[src/hw/ddrtm_map.vh]
/*
 Timing constants for the refresh, leveling and write-start tracker.
 Assumes inclusion by bare name; definitions only.
*/
`ifndef DDRTM_MAP_VH
`define DDRTM_MAP_VH
// ==========================================
// Write leveling waits, in link clock cycles
`define DDRTM_LEVEL_FIRST_STROBE_CK 8'd40
`define DDRTM_LEVEL_STROBE_DRIVE_CK 8'd25
// ==========================================
// Refresh timing
`define DDRTM_REFRESH_CYCLE_NS 260
`define DDRTM_REFI_NORMAL_NS 7800
`define DDRTM_REFI_EXTENDED_NS 3900
// ==========================================
// Internal write start offsets after write latency
`define DDRTM_WSTART_BL8_CK 6'd4
`define DDRTM_WSTART_BC4_CK 6'd2
// ==========================================
// Short calibration span
`define DDRTM_ZQCS_CK 8'd64
// ==========================================
// Command encodings {cs_b, ras_b, cas_b, we_b}
`define DDRTM_CMD_MRS 4'h0
`define DDRTM_CMD_REF 4'h1
`define DDRTM_CMD_PRE 4'h2
`define DDRTM_CMD_ACT 4'h3
`define DDRTM_CMD_WR 4'h4
`define DDRTM_CMD_RD 4'h5
`define DDRTM_CMD_ZQ 4'h6
`endif

[src/hw/ddrtm_sync.v]
/*
 Two flip-flop synchroniser for a bus of asynchronous levels.
 Assumes the destination clock is MCLK_I domain; reset is active low async.
*/
`timescale 1ns/1ns
module ddrtm_sync #(
    parameter WIDTH = 1
) (
    // Clock and reset
    input wire clk_i,
    input wire rst_b_i,
    // Data
    input wire [WIDTH-1:0] d_i,
    output wire [WIDTH-1:0] q_o
);
    reg [WIDTH-1:0] stage1;
    reg [WIDTH-1:0] stage2;
    always @(posedge clk_i or negedge rst_b_i)
    begin
        if (!rst_b_i)
        begin
            stage1 <= {WIDTH{1'b0}};
            stage2 <= {WIDTH{1'b0}};
        end
        else
        begin
            stage1 <= d_i;
            stage2 <= stage1;
        end
    end
    assign q_o = stage2;
endmodule

[src/hw/ddrtm_top.v]
/*
 Device-side command timing tracker of a DDR3L memory: decodes commands
 on link clock rising edges, starts internal write transactions, tracks
 refresh, activation, precharge and short calibration busy time, and
 defers power-down entry until all of those except calibration have finished.
 Assumes link pins are asynchronous to MCLK_I and sampled through ddrtm_sync;
 link clock period must exceed two MCLK_I periods.
*/
`timescale 1ns/1ns
`include "ddrtm_map.vh"
// Operation
// - BL8 and OTF chop write start WL+4
// - fixed chop write start WL+2
// - accept CKE low, finish operations first
// - short calibration completes within 64 cycles
module ddrtm_top #(
    parameter WL_W = 6,
    parameter MCLK_NS = 50,
    parameter ACT_BUSY_CK = 8'd4,
    parameter PRE_BUSY_CK = 8'd4
) (
    // Clock and reset
    input wire MCLK_I,
    input wire RST_B_I,
    // Link pins
    input wire LINK_CK_I,
    input wire CKE_I,
    input wire CS_B_I,
    input wire RAS_B_I,
    input wire CAS_B_I,
    input wire WE_B_I,
    input wire CHOP_OTF_I,
    // Static configuration from mode settings
    input wire [WL_W-1:0] WRITE_LATENCY_I,
    input wire CHOP_FIXED_I,
    input wire LEVEL_MODE_I,
    // Status
    output reg WRITE_START_O,
    output reg REFRESH_BUSY_O,
    output reg ROW_BUSY_O,
    output reg ZQ_BUSY_O,
    output reg POWERDOWN_O,
    output reg LEVEL_STROBE_OK_O,
    output reg LEVEL_EDGE_OK_O
);
    localparam [15:0] REFRESH_MCLK = (`DDRTM_REFRESH_CYCLE_NS + MCLK_NS - 1) / MCLK_NS;
    localparam ST_IDLE = 3'b001;
    localparam ST_BUSY = 3'b010;
    localparam ST_PDOWN = 3'b100;
    // ==========================================
    // Reset release
    reg [1:0] rst_pipe;
    wire rst_b = rst_pipe[1];
    always @(posedge MCLK_I or negedge RST_B_I)
    begin
        if (!RST_B_I)
            rst_pipe <= 2'b00;
        else
            rst_pipe <= {rst_pipe[0], 1'b1};
    end
    // ==========================================
    // Pin synchronisation and link edge detection
    wire [7:0] pins_s;
    ddrtm_sync #(
        .WIDTH(8)
    ) u_sync (
        .clk_i(MCLK_I),
        .rst_b_i(rst_b),
        .d_i({LINK_CK_I, CKE_I, CS_B_I, RAS_B_I, CAS_B_I, WE_B_I, CHOP_OTF_I, LEVEL_MODE_I}),
        .q_o(pins_s)
    );
    reg ck_d;
    wire ck_rise = pins_s[7] & ~ck_d;
    wire cke_s = pins_s[6];
    wire [3:0] cmd_s = pins_s[5:2];
    wire chop_s = pins_s[1];
    wire level_s = pins_s[0];
    // Starts high; pins_s starts low, so a link clock already high at reset release still gives one edge
    always @(posedge MCLK_I or negedge rst_b)
    begin
        if (!rst_b)
            ck_d <= 1'b1;
        else
            ck_d <= pins_s[7];
    end
    function is_cmd;
        input [3:0] c;
        input [3:0] code;
        begin
            is_cmd = (c[3] == 1'b0) && (c[2:0] == code[2:0]);
        end
    endfunction
    wire cmd_edge = ck_rise & cke_s;
    wire do_ref = cmd_edge & is_cmd(cmd_s, `DDRTM_CMD_REF);
    wire do_act = cmd_edge & is_cmd(cmd_s, `DDRTM_CMD_ACT);
    wire do_pre = cmd_edge & is_cmd(cmd_s, `DDRTM_CMD_PRE);
    wire do_wr = cmd_edge & is_cmd(cmd_s, `DDRTM_CMD_WR);
    wire do_zq = cmd_edge & is_cmd(cmd_s, `DDRTM_CMD_ZQ);
    // ==========================================
    // Internal write start after write latency
    reg [WL_W:0] wr_cnt;
    reg wr_pend;
    wire [WL_W:0] wr_span = {1'b0, WRITE_LATENCY_I} +
        (CHOP_FIXED_I ? `DDRTM_WSTART_BC4_CK : `DDRTM_WSTART_BL8_CK);
    always @(posedge MCLK_I or negedge rst_b)
    begin
        if (!rst_b)
        begin
            wr_cnt <= {(WL_W+1){1'b0}};
            wr_pend <= 1'b0;
            WRITE_START_O <= 1'b0;
        end
        else
        begin
            WRITE_START_O <= 1'b0;
            if (do_wr)
            begin
                wr_cnt <= wr_span;
                wr_pend <= 1'b1;
            end
            else if (wr_pend && ck_rise)
            begin
                if (wr_cnt == {{WL_W{1'b0}}, 1'b1})
                begin
                    wr_pend <= 1'b0;
                    WRITE_START_O <= 1'b1;
                end
                wr_cnt <= wr_cnt - {{WL_W{1'b0}}, 1'b1};
            end
        end
    end
    // ==========================================
    // Refresh, row and calibration busy timers
    reg [15:0] ref_cnt;
    reg [7:0] row_cnt;
    reg [7:0] zq_cnt;
    always @(posedge MCLK_I or negedge rst_b)
    begin
        if (!rst_b)
        begin
            ref_cnt <= 16'h0000;
            row_cnt <= 8'h00;
            zq_cnt <= 8'h00;
            REFRESH_BUSY_O <= 1'b0;
            ROW_BUSY_O <= 1'b0;
            ZQ_BUSY_O <= 1'b0;
        end
        else
        begin
            if (do_ref)
                ref_cnt <= REFRESH_MCLK;
            else if (ref_cnt != 16'h0000)
                ref_cnt <= ref_cnt - 16'h0001;
            if (do_act)
                row_cnt <= ACT_BUSY_CK;
            else if (do_pre)
                row_cnt <= PRE_BUSY_CK;
            else if (ck_rise && row_cnt != 8'h00)
                row_cnt <= row_cnt - 8'h01;
            if (do_zq)
                zq_cnt <= `DDRTM_ZQCS_CK;
            else if (ck_rise && zq_cnt != 8'h00)
                zq_cnt <= zq_cnt - 8'h01;
            REFRESH_BUSY_O <= do_ref | (ref_cnt > 16'h0001);
            ROW_BUSY_O <= do_act | do_pre | (row_cnt > 8'h01) | (row_cnt == 8'h01 && !ck_rise);
            ZQ_BUSY_O <= do_zq | (zq_cnt > 8'h01) | (zq_cnt == 8'h01 && !ck_rise);
        end
    end
    wire ops_busy = (ref_cnt != 16'h0000) | (row_cnt != 8'h00) | wr_pend;
    // ==========================================
    // Power-down entry, deferred until operations finish
    reg [2:0] pd_state;
    reg [2:0] next_pd_state;
    wire cke_low_edge = ck_rise & ~cke_s;
    always @*
    begin
        next_pd_state = pd_state;
        case (pd_state)
            ST_IDLE:
                if (cke_low_edge)
                    next_pd_state = ops_busy ? ST_BUSY : ST_PDOWN;
            ST_BUSY:
                if (ck_rise && cke_s)
                    next_pd_state = ST_IDLE;
                else if (!ops_busy)
                    next_pd_state = ST_PDOWN;
            ST_PDOWN:
                if (ck_rise && cke_s)
                    next_pd_state = ST_IDLE;
            default:
                next_pd_state = ST_IDLE;
        endcase
    end
    always @(posedge MCLK_I or negedge rst_b)
    begin
        if (!rst_b)
        begin
            pd_state <= ST_IDLE;
            POWERDOWN_O <= 1'b0;
        end
        else
        begin
            pd_state <= next_pd_state;
            POWERDOWN_O <= (next_pd_state == ST_PDOWN);
        end
    end
    // ==========================================
    // Write leveling strobe windows
    reg [7:0] lvl_cnt;
    always @(posedge MCLK_I or negedge rst_b)
    begin
        if (!rst_b)
        begin
            lvl_cnt <= 8'h00;
            LEVEL_STROBE_OK_O <= 1'b0;
            LEVEL_EDGE_OK_O <= 1'b0;
        end
        else
        begin
            if (!level_s)
                lvl_cnt <= 8'h00;
            else if (ck_rise && lvl_cnt != `DDRTM_LEVEL_FIRST_STROBE_CK)
                lvl_cnt <= lvl_cnt + 8'h01;
            LEVEL_STROBE_OK_O <= level_s && (lvl_cnt >= `DDRTM_LEVEL_STROBE_DRIVE_CK);
            LEVEL_EDGE_OK_O <= level_s && (lvl_cnt >= `DDRTM_LEVEL_FIRST_STROBE_CK);
        end
    end
endmodule
[config.mk]
export PLATFORM = sky130hd
export DESIGN_NAME = ddrtm_top
export DESIGN_NICKNAME = d
export VERILOG_FILES = /design/src/hw/ddrtm_sync.v /design/src/hw/ddrtm_top.v
export VERILOG_INCLUDE_DIRS = /design/src /design/src/hw
export SDC_FILE = /design/constraint.sdc
export NUM_CORES = 1
export LEC_CHECK = 0
export ABC_AREA = 1
export ABC_CLOCK_PERIOD_IN_PS = 3200
export BUFFER_PORTS_ARGS = -buffer_cell sky130_fd_sc_hd__buf_2
export CORE_ASPECT_RATIO = 2
export CORE_MARGIN = 2
export CORE_UTILIZATION = 55
export DETAILED_ROUTE_END_ITERATION = 6
export PLACE_DENSITY = 0.7
export SLEW_MARGIN = 20
export SYNTH_ARGS = -nofsm -noshare
export SYNTH_HDL_FRONTEND = slang
export SYNTH_SLANG_ARGS = --single-unit
export TNS_END_PERCENT = 100
[constraint.sdc]
create_clock -name MCLK_I -period 3.2 [get_ports MCLK_I]
set_clock_uncertainty 0.15 [all_clocks]
set_input_delay 0.64 -clock MCLK_I [delete_from_list [all_inputs] [get_ports MCLK_I]]
set_output_delay 0.64 -clock MCLK_I [all_outputs]
set_load 0.005 [all_outputs]
==> impl_metrics.json, run 1 <==
{
  "status": "complete, no violations",
  "finalSetupTns_ns": 0,
  "antenna_found_initial": 0,
  "period_minus_slack_ns": 1.93,
  "path_max_fanout": 13,
  "die-area_um2": 8480,
  "htree_levels": 3,
  "viasPerCell": 5.34,
  "start_util_pct": 56.2,
  "crit_type": "reg -> reg",
  "cp-end-kind": "flip-flop",
  "cellPowerDensity_nw_per_um2": 815,
  "syn_nets": 570,
  "drv_slew": 0,
  "ys.warnings.count": 0,
  "clock.fmax_ghz": 0.519,
  "worstPathArrival_ns": 1.98,
  "postSynth.asyncResetShare_pct": 100,
  "worstPathCellList": "inv_1 -> ha_1 -> nand2_1 -> nor2_2 -> nand2_2 -> a21oi_4 -> nor2_1",
  "synth_edf_count": 0,
  "dp.final_hpwl_mm": 6.16,
  "max-clock-path-buffers": 2,
  "cp_slowest_cell": "a21oi_4",
  "drt_first_pass_iters": 5,
  "clock_latency_ns": 0.33,
  "post-cts-setup-buffers": 0,
  "required_ns": 3.25,
  "wl_per_cell_um": 12.5,
  "clock-sinks": 75,
  "cts_hold_buf": 1,
  "synth_cell_type_count": 36,
  "routed_wl_mm": 8.34,
  "antenna_cells": 0,
  "start_kind": "flip-flop",
  "num_vias": 3555,
  "p_leak_nw": 2.40,
  "crit_family": "compound AO/OA/AOI/OAI gates",
  "max-slew-margin-rel_pct": 61.4,
  "cts_resized": 0,
  "final_hold_viol_count": 0,
  "grt_pass1_wl_mm": 14.8,
  "worst_slack_ns": 1.27,
  "ir_worst_vdd_mv": 0.479,
  "synth-seq-cells": 75,
  "hold_class": "reg -> async",
  "layout_commonest_cell": "nand2_1",
  "grt_max_degree": 49,
  "rows": 45,
  "coreArea_um2": 7540,
  "setup_viol": 0,
  "total_power_mw": 3.88,
  "num_io_pins": 24,
  "grt_pass1_vias": 3514,
  "critPathBufInv": 1,
  "grt_usage_pct": 22.4,
  "clkTransAtPathRegs_ns": 0.06,
  "cpPeakStageDelay_ns": 0.46,
  "portBuffers": 22,
  "die_x_um": 66.1,
  "nets": 600,
  "max-cap-violations": 0,
  "seq_area_frac_synth_pct": 44.3,
  "die_y_um": 128,
  "synth_flop_cell": "dfrtp_1",
  "layout_common_cells": "nand2_1, dfrtp_1, nand3_1",
  "cts_root_buf": "clkbuf_16",
  "netlist_area_um2": 4240,
  "drc": 0,
  "drive_gt1_share_pct": 15.4,
  "area_delta_synth_final_pct": 12.1,
  "utilization_pct": 63.1,
  "dp_slack_ns": 1.12,
  "overflow": 0,
  "detail_route.iter0.violations": 148,
  "grt_setup_unrepaired": "false",
  "gp_congestion": 0.892,
  "synthCells": 537,
  "tightest_slew_ns": 0.580,
  "numCtsBuffers": 9,
  "avgSynthCellArea_um2": 7.90,
  "min_period_over_period_pct": 60.2,
  "cts_tree": "built",
  "antenna_left": 0
}
[cells in the mapped netlist (7+ instances only)]
master,n,area [um2]
a21oi_1,7,35.0
dfrtp_1,73,1830
ha_1,15,188
inv_1,65,244
nand2_1,134,503
nand2_2,7,43.8
nand3_1,71,355
nand4_1,23,144
nor2_1,56,210
nor2_2,18,113
nor2_4,7,78.8
o21ai_0,9,45.0
xor2_1,7,61.3
[area by class of cell]
cell class              count  area [um2]
multi-input cells         389        2070
repair buffers             24         140
flip-flops and latches     75        1880
well taps                  94         118
clock inverters             4        50.0
fillers                   686        2790
inverters                  68         255
clock buffers              12         246
[where the power goes]
part           internal, mW  switching (mW)
combinational         0.521           0.837
sequential             1.23           0.281
clock                 0.624           0.382
total                  2.38            1.50
[layer usage]
layer	global-route usage, %	routed length, um
met1	23.7	3270
met2	40.4	4650
met3	5.62	233
met4	9.96	187
met5	0	0
[registers in the layout (all words and copies together), names as in the netlist]
register	flops
REFRESH_BUSY_O	1
u_sync.stage1	7
ck_d	1
u_sync.q_o	7
wr_pend	1
ZQ_BUSY_O	1
wr_cnt	7
row_cnt	8
rst_pipe	2
LEVEL_STROBE_OK_O	1
POWERDOWN_O	1
ROW_BUSY_O	1
WRITE_START_O	1
lvl_cnt	8
ref_cnt	16
pd_state	3
zq_cnt	8
LEVEL_EDGE_OK_O	1
[path summary, 6_finish.rpt]
| path | from | end | slack [ns] | depth (start not counted) |
|---|---|---|---|---|
| worst min register to register | rst_pipe[1] | ref_cnt[11] | 0.12 | 0 |
| max in group asynchronous | rst_pipe[1] | pd_state[0] | 2.07 | 1 |
| worst min-delay path | rst_pipe[1] | ref_cnt[11] | 0.12 | 0 |
| worst max-delay path | ref_cnt[0] | ref_cnt[10] | 1.27 | 7 |
| worst max register to register | ref_cnt[0] | ref_cnt[10] | 1.27 | 7 |
| min in group MCLK_I | u_sync.stage1[0] | u_sync.q_o[0] | 0.20 | 0 |
[per-stage QoR]
stage | cell area (um2) | instances | hold WS, ns
after floorplan | 4240 | 537 | 0.181
after global placement | 4450 | 649 | 0.142
after detailed placement | 4450 | 649 | 0.146
after CTS | 4760 | 666 | 0.142
after global routing | 4760 | 666 | 0.191
final | 4760 | 666 | 0.119
[logic make-up after synthesis]
kind of cell | share of synthesized area (%)
flops | 44.3
simple gates | 38.1
compound gates | 3.95
buf+inv | 6.99
xor+xnor | 1.65
fa+ha+maj | 4.90
other cells | 0.0884
No activity file was read; power rests on OpenSTA's default activity.
==> run 2, diff against run 1 <==
ABC_CLOCK_PERIOD_IN_PS = 1900   (was 3200)
clock period = 1.9 ns   (was 3.2 ns; I/O delays follow)
==> impl_metrics.json, run 2 (synthesized netlist as in run 1, its figures left out) <==
{
  "status": "complete, no violations",
  "required_ns": 1.97,
  "layout_commonest_cell": "nand2_1",
  "nets": 612,
  "coreArea_um2": 7540,
  "crit_type": "reg -> reg",
  "finalSetupTns_ns": 0,
  "antenna_found_initial": 0,
  "ir_worst_vdd_mv": 1.20,
  "num_io_pins": 24,
  "r2r_setup_slack_ns": 0.14,
  "whs_ns": 0.127,
  "cp-end-kind": "flip-flop",
  "worst_slack_ns": 0.138,
  "largest_reg_flops": 16,
  "htree_levels": 3,
  "start_kind": "flip-flop",
  "clkTransAtPathRegs_ns": 0.06,
  "viasPerCell": 5.34,
  "area_delta_synth_final_pct": 14.7,
  "numCtsBuffers": 9,
  "max-cap-violations": 0,
  "stdcell_count": 678,
  "fillers": 698,
  "num_vias": 3623,
  "utilization_pct": 64.5,
  "rows": 45,
  "clock_latency_ns": 0.33,
  "placed_cells": 654,
  "start_util_pct": 56.2,
  "max-slew-margin-rel_pct": 65.1,
  "worstPathArrival_ns": 1.84,
  "grt_usage_pct": 22.5,
  "grt_max_degree": 43,
  "post-cts-setup-buffers": 0,
  "antenna_left": 0,
  "die_y_um": 128,
  "wl_per_cell_um": 12.7,
  "clock.fmax_ghz": 0.567,
  "portBuffers": 22,
  "tightest_slew_ns": 0.523,
  "period_minus_slack_ns": 1.76,
  "gp_congestion": 0.891,
  "routed_wl_mm": 8.58,
  "final_hold_viol_count": 0,
  "min_period_over_period_pct": 92.8,
  "max-clock-path-buffers": 2,
  "dp_slack_ns": 0.0475,
  "antenna_cells": 0,
  "grt_pass1_wl_mm": 14.9,
  "overflow": 0,
  "p_leak_nw": 2.46,
  "r2r_cells": 9,
  "clock-sinks": 75,
  "drive_gt1_share_pct": 16.3,
  "cts_tree": "built",
  "finish.instance_area_um2": 4870,
  "total_power_mw": 6.58,
  "r2r-end": "ref_cnt[14]",
  "grt_pass1_vias": 3561,
  "die-area_um2": 8480,
  "hold_depth": 3,
  "rr_startpoint": "ref_cnt[0]",
  "dp.final_hpwl_mm": 6.25,
  "hold_end": "wr_cnt[0]",
  "setup_viol": 0,
  "cellPowerDensity_nw_per_um2": 1350,
  "largest-register": "ref_cnt",
  "grt_setup_unrepaired": "false",
  "drt_first_pass_iters": 4,
  "cts_root_buf": "clkbuf_16",
  "path_max_fanout": 6,
  "hold_class": "in -> reg",
  "drv_slew": 0,
  "detail_route.iter0.violations": 123,
  "die_x_um": 66.1,
  "drc": 0,
  "min_from": "WRITE_LATENCY_I[0]",
  "placed_cell_area_um2": 4490,
  "layout_common_cells": "nand2_1, dfrtp_1, nand3_1"
}
## run 2: layout make-up
class / instances / area (um2) / share of cell area [%]
Clock inverter: 5 / 53.8 / 1.11
Clock buffer: 11 / 243 / 4.99
Timing Repair Buffer: 36 / 248 / 5.09
Multi-Input combinational cell: 389 / 2070 / 42.5
Tap cell: 94 / 118 / 2.42
Inverter: 68 / 255 / 5.24
Sequential cell: 75 / 1880 / 38.6
## run 2: worst max path at each step
stage | startpoint | endpoint | cells after the start
floorplan | WRITE_LATENCY_I[1] | wr_cnt[5] | 7
global placement | WRITE_LATENCY_I[1] | wr_cnt[5] | 8
detailed placement | WRITE_LATENCY_I[1] | wr_cnt[5] | 8
CTS | ref_cnt[0] | ref_cnt[14] | 9
global route | ref_cnt[0] | ref_cnt[6] | 7
finish | ref_cnt[0] | ref_cnt[14] | 9
## run 2: critical path, stage by stage, from the launching register on
cell and delay, ns:
dfrtp_1 0.41, inv_1 0.17, ha_1 0.21, nand2_1 0.11
nor2_1 0.31, nand2_1 0.09, nand2_1 0.06, nand2_1 0.04
nand2_1 0.06, nor2_2 0.04
## run 2: per-layer routing
| layer | vias to the layer above | global-route usage, % | part of all wire [%] |
|---|---|---|---|
| met2 | 56 | 40.9 | 56 |
| met5 | - | 0 | 0 |
| met3 | 16 | 4.57 | 2.4 |
| met1 | 1747 | 23.5 | 39 |
| li1 | 1804 | - | - |
| met4 | 0 | 11.8 | 2.4 |
## run 2: timing repair
item | 4_1_cts | 5_1_grt
hold buffers | 8 | 0
gates resized for setup | 0 | 1
hold endpoints to repair | 9 | 0
endpoints found under the setup margin | 0 | 1
## run 2: power by group
| part | internal (mW) | switching (mW) |
|---|---|---|
| combinational | 0.912 | 1.44 |
| sequential | 2.08 | 0.468 |
| clock | 1.05 | 0.633 |
| total | 4.04 | 2.54 |
